`config.mk`:
```
export PLATFORM = sky130hd
export DESIGN_NAME = nsc_host
export DESIGN_NICKNAME = d
export VERILOG_FILES = /design/src/include/nsc_pkg.sv /design/src/design/nsc_host.sv
export SDC_FILE = /design/constraint.sdc
export NUM_CORES = 1
export LEC_CHECK = 0
export BUFFER_PORTS_ARGS = -buffer_cell sky130_fd_sc_hd__buf_2
export CAP_MARGIN = 10
export CORE_MARGIN = 2
export CORE_UTILIZATION = 45
export DETAILED_ROUTE_END_ITERATION = 7
export PLACE_DENSITY = 0.67
export RECOVER_POWER = 50
export SETUP_SLACK_MARGIN = 0.3
export SLEW_MARGIN = 10
export SYNTH_ARGS = -nofsm -noshare
export SYNTH_HDL_FRONTEND = slang
export SYNTH_SLANG_ARGS = --single-unit
export TNS_END_PERCENT = 1
```
`constraint.sdc`:
```
create_clock -name pclk -period 6.91 [get_ports pclk]
set_clock_uncertainty 0.2 [all_clocks]
set_input_delay 0.3455 -clock pclk [delete_from_list [all_inputs] [get_ports pclk]]
set_output_delay 0.3455 -clock pclk [all_outputs]
set_load 0.01 [all_outputs]
```
`src/include/nsc_pkg.sv`:
```
package nsc_pkg;
	// Byte offsets of the controller's own registers on the APB side.
	localparam logic [11:0] ADDR_CTRL = 12'h000;
	localparam logic [11:0] ADDR_ROW  = 12'h004;
	localparam logic [11:0] ADDR_COL  = 12'h008;
	localparam logic [11:0] ADDR_PD   = 12'h00C;
	localparam logic [11:0] ADDR_STAT = 12'h010;
	localparam logic [11:0] ADDR_DATA = 12'h014;

	// Field positions in the control and status words.
	localparam int CTRL_OP_LSB    = 0;
	localparam int CTRL_MULTI_BIT = 4;
	localparam int CTRL_OTP_BIT   = 5;
	localparam int STAT_BUSY_BIT  = 8;
	localparam int STAT_REF_BIT   = 9;
	localparam int STAT_SEL_BIT   = 10;
	localparam int STAT_RB_BIT    = 11;

	// Operation codes that software writes into the control word.
	localparam logic [2:0] OP_NONE       = 3'h0;
	localparam logic [2:0] OP_SET_PD     = 3'h1;
	localparam logic [2:0] OP_STATUS     = 3'h2;
	localparam logic [2:0] OP_STATUS_ENH = 3'h3;
	localparam logic [2:0] OP_COL_READ   = 3'h4;
	localparam logic [2:0] OP_READ_MODE  = 3'h5;

	// Command and feature bytes sent to the flash.
	localparam logic [7:0] CMD_SET_FEAT    = 8'hEF;
	localparam logic [7:0] FEAT_PULLDOWN   = 8'h81;
	localparam logic [7:0] PARAM_RESERVED  = 8'h00;
	localparam logic [7:0] CMD_STATUS      = 8'h70;
	localparam logic [7:0] CMD_STATUS_ENH  = 8'h78;
	localparam logic [7:0] CMD_COL_READ    = 8'h05;
	localparam logic [7:0] CMD_COL_CONFIRM = 8'hE0;
	localparam logic [7:0] CMD_READ_MODE   = 8'h00;

	// Pull-down reset strength code and the die-ready status bit.
	localparam logic [1:0] PD_FULL = 2'h0;
	localparam int SR_DIE_READY = 6;

	// Timing, in nanoseconds, and the clock period.
	localparam int CLK_NS     = 20;
	localparam int T_STROBE_NS = 40;
	localparam int T_WHR_NS    = 80;
	localparam int T_FEAT_NS   = 1000;
	// Least times round up to whole cycles.
	localparam int STROBE_CYC = (T_STROBE_NS + CLK_NS - 1) / CLK_NS;
	localparam int WHR_CYC    = (T_WHR_NS + CLK_NS - 1) / CLK_NS;
	localparam int FEAT_CYC   = (T_FEAT_NS + CLK_NS - 1) / CLK_NS;
	localparam int CNT_W      = 8;

	// Kinds of step in a command sequence.
	typedef enum logic [2:0] {
		K_CMD, K_ADDR, K_DIN, K_WHR, K_READ, K_BUSY, K_END
	} nsc_kind_t;

	// One step of a sequence: what to do and which byte to send.
	typedef struct packed {
		nsc_kind_t  kind;
		logic [7:0] data;
	} nsc_item_t;

	// Flash-facing pin bundle driven by the controller.
	typedef struct packed {
		logic       ce_n;
		logic       cle;
		logic       ale;
		logic       we_n;
		logic       re_n;
		logic [7:0] io_out;
		logic       io_oe;
	} nsc_pins_t;

	// Sequencer states.
	typedef enum logic [2:0] {
		S_IDLE, S_NEXT, S_STRB, S_LOW, S_HIGH, S_WAIT, S_BUSY
	} nsc_state_t;

	// Whole state of the controller.
	typedef struct packed {
		nsc_state_t       st;
		logic [2:0]       op;
		logic [3:0]       step;
		logic [CNT_W-1:0] cnt;
		logic [23:0]      row;
		logic [15:0]      col;
		logic [1:0]       pd;
		logic             multi_die;
		logic             otp_block;
		logic             die_sel;
		logic             refused;
		logic [7:0]       status_byte;
		logic [7:0]       data_byte;
		nsc_pins_t        pins;
	} nsc_regs_t;
endpackage : nsc_pkg

```
`src/design/nsc_host.sv`:
```
// Overview of operation
// Feature 81h first param sets pull-down strength
// Pull-down defaults to full strength
// Each die keeps its own status byte
// Status commands return status on reads
// Status changes visible while strobes low
// Host issues 00h before reading page data
// Status bit 7 reports write protection
// Ready bits per die, fail bits per plane
// Bit 0 failure valid when array ready
// Bit 1 previous failure valid when die ready
// Bits 4:3 give read ECC result
// Bit 0 flags uncorrectable read error
// 70h returns last-selected die, even busy
// Multi-die hosts use 78h, not 70h
// 78h takes three row address bytes
// All dies accept 78h, others deselect
// Wait die ready, then 00h before data
// No 78h during power-on reset or OTP (code refuses 78h only while the OTP bit is set)
// Column address reaches any cache byte
// Column read accepted ready or cache-reading
// 05h, two columns, E0h, wait before output
// Die stays in output after column read
// Multi-die hosts send 78h before 05h-E0h
// Status bit 2 and zero bits drive zero
// EFh, address, four params, then busy
`timescale 1ns/100ps
`default_nettype none

module nsc_host (
	input  wire logic               pclk,
	input  wire logic               presetn,
	input  wire logic               psel,
	input  wire logic               penable,
	input  wire logic               pwrite,
	input  wire logic [11:0]        paddr,
	input  wire logic [31:0]        pwdata,
	output logic      [31:0]        prdata,
	output logic                    pready,
	output logic                    pslverr,
	output nsc_pkg::nsc_pins_t      nand_pins,
	input  wire logic [7:0]         nand_io_in,
	input  wire logic               ready_busy_n
);
	// Counts must fit the counter; refuse otherwise.
	if (nsc_pkg::FEAT_CYC >= (1 << nsc_pkg::CNT_W) ||
	    nsc_pkg::WHR_CYC >= (1 << nsc_pkg::CNT_W)) begin : g_chk
		$error("Timing count does not fit the counter.");
	end

	nsc_pkg::nsc_regs_t q;      // Registered state.
	nsc_pkg::nsc_regs_t n;      // Next state.
	nsc_pkg::nsc_item_t item;   // Current sequence step.
	logic               wr_acc; // APB write access phase.
	logic               mapped; // Address hits a register.
	localparam int CNT_W = nsc_pkg::CNT_W; // Width of the timing counter.

	// Returns the step of an operation's sequence at a given index.
	function automatic nsc_pkg::nsc_item_t seq_item(
		input logic [2:0]  op,
		input logic [3:0]  step,
		input logic [23:0] row,
		input logic [15:0] col,
		input logic [1:0]  pd);
		nsc_pkg::nsc_item_t it;
		it = '{kind: nsc_pkg::K_END, data: nsc_pkg::PARAM_RESERVED};
		unique case (op)
			nsc_pkg::OP_SET_PD: begin
				// Command, feature address, P1 then three zero params.
				unique case (step)
					4'h0: it = '{nsc_pkg::K_CMD, nsc_pkg::CMD_SET_FEAT};
					4'h1: it = '{nsc_pkg::K_ADDR, nsc_pkg::FEAT_PULLDOWN};
					4'h2: it = '{nsc_pkg::K_DIN, {6'h00, pd}};
					4'h3, 4'h4, 4'h5:
						it = '{nsc_pkg::K_DIN, nsc_pkg::PARAM_RESERVED};
					4'h6: it = '{nsc_pkg::K_BUSY, nsc_pkg::PARAM_RESERVED};
					default: ;
				endcase
			end
			nsc_pkg::OP_STATUS: begin
				unique case (step)
					4'h0: it = '{nsc_pkg::K_CMD, nsc_pkg::CMD_STATUS};
					4'h1: it = '{nsc_pkg::K_WHR, nsc_pkg::PARAM_RESERVED};
					4'h2: it = '{nsc_pkg::K_READ, nsc_pkg::PARAM_RESERVED};
					default: ;
				endcase
			end
			nsc_pkg::OP_STATUS_ENH: begin
				// Three row bytes, low byte first, pick the die.
				unique case (step)
					4'h0: it = '{nsc_pkg::K_CMD, nsc_pkg::CMD_STATUS_ENH};
					4'h1: it = '{nsc_pkg::K_ADDR, row[7:0]};
					4'h2: it = '{nsc_pkg::K_ADDR, row[15:8]};
					4'h3: it = '{nsc_pkg::K_ADDR, row[23:16]};
					4'h4: it = '{nsc_pkg::K_WHR, nsc_pkg::PARAM_RESERVED};
					4'h5: it = '{nsc_pkg::K_READ, nsc_pkg::PARAM_RESERVED};
					default: ;
				endcase
			end
			nsc_pkg::OP_COL_READ: begin
				// Any byte column, then confirm and wait.
				unique case (step)
					4'h0: it = '{nsc_pkg::K_CMD, nsc_pkg::CMD_COL_READ};
					4'h1: it = '{nsc_pkg::K_ADDR, col[7:0]};
					4'h2: it = '{nsc_pkg::K_ADDR, col[15:8]};
					4'h3: it = '{nsc_pkg::K_CMD, nsc_pkg::CMD_COL_CONFIRM};
					4'h4: it = '{nsc_pkg::K_WHR, nsc_pkg::PARAM_RESERVED};
					4'h5: it = '{nsc_pkg::K_READ, nsc_pkg::PARAM_RESERVED};
					default: ;
				endcase
			end
			nsc_pkg::OP_READ_MODE: begin
				if (step == 4'h0) begin
					it = '{nsc_pkg::K_CMD, nsc_pkg::CMD_READ_MODE};
				end
			end
			default: ;
		endcase
		return it;
	endfunction : seq_item

	// Slave always answers at once; unmapped addresses raise an error.
	assign mapped  = (paddr == nsc_pkg::ADDR_CTRL) ||
	                 (paddr == nsc_pkg::ADDR_ROW)  ||
	                 (paddr == nsc_pkg::ADDR_COL)  ||
	                 (paddr == nsc_pkg::ADDR_PD)   ||
	                 (paddr == nsc_pkg::ADDR_STAT) ||
	                 (paddr == nsc_pkg::ADDR_DATA);
	assign wr_acc  = psel && penable && pwrite && mapped;
	assign pready  = 1'b1;
	assign pslverr = psel && penable && !mapped;
	assign nand_pins = q.pins;

	// Read mux over registered state and the ready/busy pin.
	always_comb begin
		prdata = 32'h0000_0000;
		unique case (paddr)
			nsc_pkg::ADDR_CTRL: begin
				prdata[nsc_pkg::CTRL_OP_LSB +: 3] = q.op;
				prdata[nsc_pkg::CTRL_MULTI_BIT]   = q.multi_die;
				prdata[nsc_pkg::CTRL_OTP_BIT]     = q.otp_block;
			end
			nsc_pkg::ADDR_ROW:  prdata[23:0] = q.row;
			nsc_pkg::ADDR_COL:  prdata[15:0] = q.col;
			nsc_pkg::ADDR_PD:   prdata[1:0]  = q.pd;
			nsc_pkg::ADDR_STAT: begin
				prdata[7:0] = q.status_byte;
				prdata[nsc_pkg::STAT_BUSY_BIT] = (q.st != nsc_pkg::S_IDLE);
				prdata[nsc_pkg::STAT_REF_BIT]  = q.refused;
				prdata[nsc_pkg::STAT_SEL_BIT]  = q.die_sel;
				prdata[nsc_pkg::STAT_RB_BIT]   = ready_busy_n;
			end
			nsc_pkg::ADDR_DATA: prdata[7:0] = q.data_byte;
			default: ;
		endcase
	end

	// Next-state logic for registers and the pin sequencer.
	always_comb begin
		logic [2:0] req;
		logic       bad;
		n    = q;
		item = seq_item(q.op, q.step, q.row, q.col, q.pd);
		req  = pwdata[nsc_pkg::CTRL_OP_LSB +: 3];
		bad  = 1'b0;
		// Setup registers only change while idle, so a running
		// sequence never sees its address move underneath it.
		if (wr_acc && q.st == nsc_pkg::S_IDLE) begin
			unique case (paddr)
				nsc_pkg::ADDR_ROW: n.row = pwdata[23:0];
				nsc_pkg::ADDR_COL: n.col = pwdata[15:0];
				nsc_pkg::ADDR_PD:  n.pd  = pwdata[1:0];
				default: ;
			endcase
		end
		unique case (q.st)
			nsc_pkg::S_IDLE: begin
				if (wr_acc && paddr == nsc_pkg::ADDR_CTRL) begin
					n.multi_die = pwdata[nsc_pkg::CTRL_MULTI_BIT];
					n.otp_block = pwdata[nsc_pkg::CTRL_OTP_BIT];
					// Plain 70h is unsafe with several dies.
					if (req == nsc_pkg::OP_STATUS &&
					    pwdata[nsc_pkg::CTRL_MULTI_BIT]) begin
						bad = 1'b1;
					end
					// No 78h while the OTP bit is set; power-on reset is not checked.
					if (req == nsc_pkg::OP_STATUS_ENH &&
					    pwdata[nsc_pkg::CTRL_OTP_BIT]) begin
						bad = 1'b1;
					end
					// A die must be picked by 78h first.
					if (req == nsc_pkg::OP_COL_READ &&
					    pwdata[nsc_pkg::CTRL_MULTI_BIT] && !q.die_sel) begin
						bad = 1'b1;
					end
					// Data mode only once the die is ready.
					if (req == nsc_pkg::OP_READ_MODE &&
					    !q.status_byte[nsc_pkg::SR_DIE_READY]) begin
						bad = 1'b1;
					end
					if (req > nsc_pkg::OP_READ_MODE) begin
						bad = 1'b1;
					end
					n.refused = bad;
					if (!bad && req != nsc_pkg::OP_NONE) begin
						n.op      = req;
						n.step    = 4'h0;
						n.st      = nsc_pkg::S_NEXT;
						n.pins.ce_n = 1'b0;
					end
				end
			end
			nsc_pkg::S_NEXT: begin
				// Set up lines one cycle before the strobe falls.
				n.pins.cle    = (item.kind == nsc_pkg::K_CMD);
				n.pins.ale    = (item.kind == nsc_pkg::K_ADDR);
				n.pins.io_out = item.data;
				n.pins.io_oe  = (item.kind != nsc_pkg::K_READ) &&
				                (item.kind != nsc_pkg::K_WHR) &&
				                (item.kind != nsc_pkg::K_BUSY) &&
				                (item.kind != nsc_pkg::K_END);
				unique case (item.kind)
					nsc_pkg::K_WHR: begin
						// Hold off output after last command.
						n.st  = nsc_pkg::S_WAIT;
						n.cnt = CNT_W'(nsc_pkg::WHR_CYC);
					end
					nsc_pkg::K_BUSY: begin
						// Let the target raise busy, then poll it.
						n.st  = nsc_pkg::S_BUSY;
						n.cnt = CNT_W'(nsc_pkg::FEAT_CYC);
					end
					nsc_pkg::K_END: begin
						n.st        = nsc_pkg::S_IDLE;
						n.pins.ce_n = 1'b1;
						// Track whether a die was picked by 78h.
						if (q.op == nsc_pkg::OP_STATUS_ENH) begin
							n.die_sel = 1'b1;
						end
					end
					default: n.st = nsc_pkg::S_STRB;
				endcase
			end
			nsc_pkg::S_STRB: begin
				// Drive the strobe low for the least pulse width.
				n.pins.we_n = (item.kind == nsc_pkg::K_READ);
				n.pins.re_n = (item.kind != nsc_pkg::K_READ);
				n.st  = nsc_pkg::S_LOW;
				n.cnt = CNT_W'(nsc_pkg::STROBE_CYC);
			end
			nsc_pkg::S_LOW: begin
				if (q.cnt <= CNT_W'(1)) begin
					n.pins.we_n = 1'b1;
					n.pins.re_n = 1'b1;
					n.st  = nsc_pkg::S_HIGH;
					n.cnt = CNT_W'(nsc_pkg::STROBE_CYC);
					// Sample just before the rising edge.
					if (item.kind == nsc_pkg::K_READ) begin
						if (q.op == nsc_pkg::OP_COL_READ) begin
							n.data_byte = nand_io_in;
						end else begin
							n.status_byte = nand_io_in;
						end
					end
				end else begin
					n.cnt = q.cnt - CNT_W'(1);
				end
			end
			nsc_pkg::S_HIGH: begin
				// Hold lines through the high half, then release.
				if (q.cnt <= CNT_W'(1)) begin
					n.pins.cle   = 1'b0;
					n.pins.ale   = 1'b0;
					n.pins.io_oe = 1'b0;
					n.step = q.step + 4'h1;
					n.st   = nsc_pkg::S_NEXT;
				end else begin
					n.cnt = q.cnt - CNT_W'(1);
				end
			end
			nsc_pkg::S_WAIT: begin
				if (q.cnt <= CNT_W'(1)) begin
					n.step = q.step + 4'h1;
					n.st   = nsc_pkg::S_NEXT;
				end else begin
					n.cnt = q.cnt - CNT_W'(1);
				end
			end
			nsc_pkg::S_BUSY: begin
				// Stays here until the busy pin rises; no timeout.
				if (q.cnt > CNT_W'(1)) begin
					n.cnt = q.cnt - CNT_W'(1);
				end else if (ready_busy_n) begin
					n.step = q.step + 4'h1;
					n.st   = nsc_pkg::S_NEXT;
				end
			end
			// The eighth state code is never reached; recover to idle.
			default: n.st = nsc_pkg::S_IDLE;
		endcase
	end

	// Single state register; chip select and both strobes idle-high after reset.
	always_ff @(posedge pclk or negedge presetn) begin
		if (!presetn) begin
			q             <= '0;
			q.st          <= nsc_pkg::S_IDLE;
			q.pd          <= nsc_pkg::PD_FULL;
			q.pins.ce_n   <= 1'b1;
			q.pins.we_n   <= 1'b1;
			q.pins.re_n   <= 1'b1;
		end else begin
			q <= n;
		end
	end
endmodule : nsc_host

`default_nettype wire

```
After elaboration in Yosys (flattened, before gate mapping)
Cells that the tools add are included.

$add $sub $neg: 2. Mux-type cells: 48. Order comparisons: 3. Equal/unequal tests: 46. Reductions and logical operators: 51. Bitwise logic cells: 1.

Operators by type and width (count): $pmux 11 s6 (2); $pmux 11 s5 (2); $pmux 8 s5 (1); $pmux 11 s3 (1); $mux 8 (4); $eq 3x3->1 const B (10); $eq 12x4->1 const B (2); $eq 12x5->1 const B (2); $pmux 4 s3 (2); $eq 3x2->1 const B (7); $mux 10 (2); $pmux 3 s6 (1); $pmux 8 s2 (1); $reduce_and 4->1 (4); $logic_and 1x1->1 (15); $eq 12x3->1 const B (1); $eq 4x3->1 const B (3); $logic_not 12->1 (1); $mux 3 (4); $mux 4 (3); $ne 2x2->1 const B (6); $pmux 2 s6 (1); $reduce_and 2->1 (6); $reduce_and 6->1 (2); 34 further kinds (68).

Register bits after elaboration: 94. Output and inout port bits: 48. Bits of input ports: 58. Word-level logic and storage cells: 171.

Logic depth before layout (Yosys ltp)
Depth in word-level cells: 15. Gate-level depth with buffers: 11. Gate-level depth less buffers: 9.

Least setup slack after synthesis
OpenSTA, ideal clock, no wires.

Kind: reg2reg. From: reg q[84] in the netlist's numbering. To: reg q[14] in the netlist's numbering. Data required time: 6585 ps. Clock period less this slack: 3080 ps. Setup time: 125 ps. Buffers on the path: 1. Cell stages (with the launch flop): 11. Arrival time: 2755 ps. Path slack: 3830 ps. Cell sequence: dfrtp_1 inv_1 ha_1 or3b_1 a31oi_1 o211a_1 nand2_2 or3_1 buf_2 nor3_4 mux2_2.

Word-level cells in the longest chain between the ends: 6. Elaborated cells between the ends (all ways): 16. Classes of those cells: eq/ne: 7; mux: 6; reduce/logical: 3.

RTL lines: from (decl) (line nsc_host.sv:51) `nsc_pkg::nsc_regs_t q;`; from (signal assigned) (line nsc_host.sv:313) `q <= n;`; $eq 4x3->1 / $eq 4x2->1 (equally long branches) (line nsc_host.sv:70, nsc_host.sv:90, nsc_host.sv:102); $reduce_or 3->1 (line nsc_host.sv:70) `unique case (step)`; $pmux 11 s5 (line nsc_host.sv:70); $pmux 11 s5 (*) (line nsc_host.sv:67) `unique case (op)`; $eq 3x3->1 (*) (line nsc_host.sv:258) `if (item.kind == nsc_pkg::K_READ) begin`; $reduce_and 4->1 (no source line) (*).

Mark *: on every way between the ends. The rest lies on a longest branch, timed or not. A chain may end at the register's enable or synchronous reset.

Worst setup path in the final report
From: reg q[85] in the netlist's numbering. To: reg q[79] in the netlist's numbering.

Word-level cells in the longest chain between the ends: 7. Elaborated cells between the ends (all ways): 18. Classes of those cells: eq/ne: 9; mux: 6; reduce/logical: 3.

RTL lines: $eq 4x3->1 / $eq 4x2->1 (equally long branches) (line nsc_host.sv:70, nsc_host.sv:90, nsc_host.sv:102); $reduce_or 3->1 (line nsc_host.sv:70); $pmux 11 s5 (line nsc_host.sv:70); $pmux 11 s5 (*) (line nsc_host.sv:67); $eq 3x3->1 / $eq 3x2->1 (equally long branches) (line nsc_host.sv:222) `unique case (item.kind)`; $ne 3x1->1 (no source line) (*); $reduce_and 4->1 (no source line) (*).

Marked as above.

==> out/qor.yml <==
worstSetupPathType: "reg -> reg"
yosysUniqueCellTypes: 69
cp_num_buf_inv: 1
hold_path.class: "in -> reg"
grt_first_pass_wirelength_um: 23400
wl_um: 14700
synthTopCellsByArea: "dfrtp_1 41%, mux2_2 12%, buf_4 3.1%"
viasPerCell: 5.93
yosysTopAreaCell: "dfrtp_1"
grt_pass1_vias: 4495
die_x_um: 116
yosys_most_used_dff: "dfrtp_1"
antenna_left: 0
tightest_slew_ns: 1.69
first_pass_iters: 5
area_delta_synth_final_pct: 12.5
antenna_found_initial: 1
synth.most_common_cell: "dfrtp_1"
netlist.area_leader.share_pct: 40.5
num_antenna_cells: 0
clk_latency_ns: 0.35
port_buffers: 88
io_pins: 106
grt_max_degree: 67
finalCritPeriodShare_pct: 54.7
initial_core_util_pct: 46.4
htree_levels: 3
p_leak_nw: 2.92
cp_cell_sequence: "inv_1 > ha_1 > nor3b_2 > nand2_1 > a2bb2oi_1 > a221oi_2 > nand3_1 > o21a_1 > o32ai_1"
slew_headroom_pct: -12.5
routed-via-count: 4735
netlist_instances: 571
setup_tns_ns: 0
hold_violations: 0
gr-total-overflow: 0
clkTransAtPathRegs_ns: 0.07
setup_violations: 0
preCtsSetupSlack_ns: 2.98
synthArstFlopShare_pct: 100
cp.arrival_ns: 3.83
synth_edf_count: 0
cp_max_fo: 17
fmax_ghz: 0.265
powerDensity_nw_per_um2: 224
nets: 690
worstSetupEndpointType: "flop"
dp.final_hpwl_um: 10400
fillCellCount: 1138
drive_gt1_share_pct: 26.5
wl_per_cell_um: 18.4
rsz0062_at_grt: "false"
drt_iter0_markers: 307
avgSynthCellArea_um2: 9.84
numCtsBuffers: 9
gr-usage-all-layers_pct: 22.7
core_um2: 12100
place.gp.congestion: 0.851
slowest_stage: "nor3b_2"
die_h_um: 116
route.detailed.drc: 0
required_ns: 6.96
row_count: 40
violations: "max-capacitance violations, max-slew violations"
synth_seq_area_share_pct: 41.9
setup.worst_path.start_class: "flop"
die-area_um2: 13400
slew_violations: 30
path_delay_family: "compound AO/OA/AOI/OAI gates"
ys_top_cells_by_count: "91 x dfrtp_1, 61 x mux2_2, 42 x nand2_1, 42 x nor2_1, 28 x clkbuf_1"
cts_tree: "done"
yosysWarnings: 0
ctsLongestPathBuffers: 2
slowest_delay_ns: 0.93
synth_seq_cells: 94
vdd_drop_max_mv: 0.184
hold_slack_ns: 0.0211
outcome: "complete, but fails checks"
period_minus_slack_ns: 3.78
drv_cap: 1
syn_area_um2: 5620
post_cts_buffers: 0
root_buffer: "clkbuf_16"
cts.sinks: 94
setup_ws_ns: 3.13
final timing paths:
check / from / to / slack [ns] / cells after the start
setup reg to reg: q[85]$_DFFE_PN0P_ / q[79]$_DFFE_PN0P_ / 3.13 / 9
min in group asynchronous: presetn / q[80]$_DFFE_PN0P_ / 0.76 / 2
setup / recovery: q[85]$_DFFE_PN0P_ / q[79]$_DFFE_PN0P_ / 3.13 / 9
hold reg to reg: nand_pins[8]$_DFFE_PN0P_ / nand_pins[8]$_DFFE_PN0P_ / 0.28 / 2
max in group asynchronous: presetn / q[91]$_DFFE_PN0P_ / 4.12 / 3
hold / removal: pwdata[22] / q[74]$_DFFE_PN0P_ / 0.02 / 2
cell families (layout without fill, tap and decap cells):
logic type	Yosys count	after routing	synth area share (%)
and+or+nand+nor	166	166	15.1
xor gates and xnor gates	6	6	0.935
adders and majority gates	6	6	1.34
other	2	9	0.134
muxes	77	77	15.1
buffers and inverters	71	124	6.34
AOI/OAI and AO/OA	149	149	19.1
DFF	94	94	41.9
where the power goes:
part	switching (mW)	leakage, nW	internal [mW]	total (mW)
Sequential	0.0458	1.29	0.582	0.627
Combinational	0.181	1.48	0.0936	0.275
Clock	0.227	0.147	0.284	0.511
metrics by stage:
step                      total power [mW]  cell area, um2  std cells  util (%)
after floorplan                      0.824            5650        578         -
after global placement               0.903            6040        782      49.9
after detailed placement             0.908            6040        782      49.9
after CTS                             1.42            6350        799      52.4
after global routing                  1.48            6320        799      52.2
final                                 1.41            6320        799      52.2
sequential cells by signal, summed over array words and instances (netlist names):
name and count:
q 80, nand_pins 14
final cells by class:
class | instances | area (um2) | share of cell area [%]
Clock buffer | 10 | 229 | 3.62
Clock inverter | 6 | 70.1 | 1.11
Inverter | 14 | 52.6 | 0.831
Multi-Input combinational cell | 413 | 2940 | 46.5
Sequential cell | 94 | 2360 | 37.3
Tap cell | 168 | 210 | 3.33
Timing Repair Buffer | 94 | 464 | 7.34
placed cells by master (no fill, tap or decap), types with 3 or more instances in the layout:
cell       netlist  routed
a211oi_1         6       6
a21o_1           4       4
a21oi_1         21      21
a221o_1         14      14
a221oi_1         8       8
a22o_1          11      11
a22oi_1          5       5
a31oi_1          7       7
and2_1          14      14
buf_2            3      72
buf_4           23       4
clkbuf_1        28      18
clkbuf_16        0       9
conb_1           2       9
dfrtp_1         91      91
dfstp_2          3       3
ha_1             6       6
inv_1           14      14
mux2_2          61      61
mux2i_1         15      15
nand2_1         42      42
nand2b_1         4       4
nand3_1          8       8
nor2_1          42      42
nor3_1          20      20
nor4_1          10      10
o211ai_1         5       5
o21ai_0         26      26
o21bai_1         3       3
o221ai_1         3       3
o22ai_1         13      13
o311ai_0         3       3
or3_1            3       3
or3b_2           3       3
xnor2_1          4       4
layer usage:
metal	part of all wire [%]	track usage (%)	up-vias
met1	43	29.4	2367
met2	50	37.8	128
met3	5.4	6.01	24
met4	1.8	6.43	2
met5	0.075	0	-
li1	-	-	2214
timing repair:
action | CTS | global route
hold buffers | 1 | 0
gates resized for setup | 0 | 0
setup endpoints to repair | 0 | 0
endpoints found under the hold margin | 27 | 0
Power figures use the tool's default switching activity.
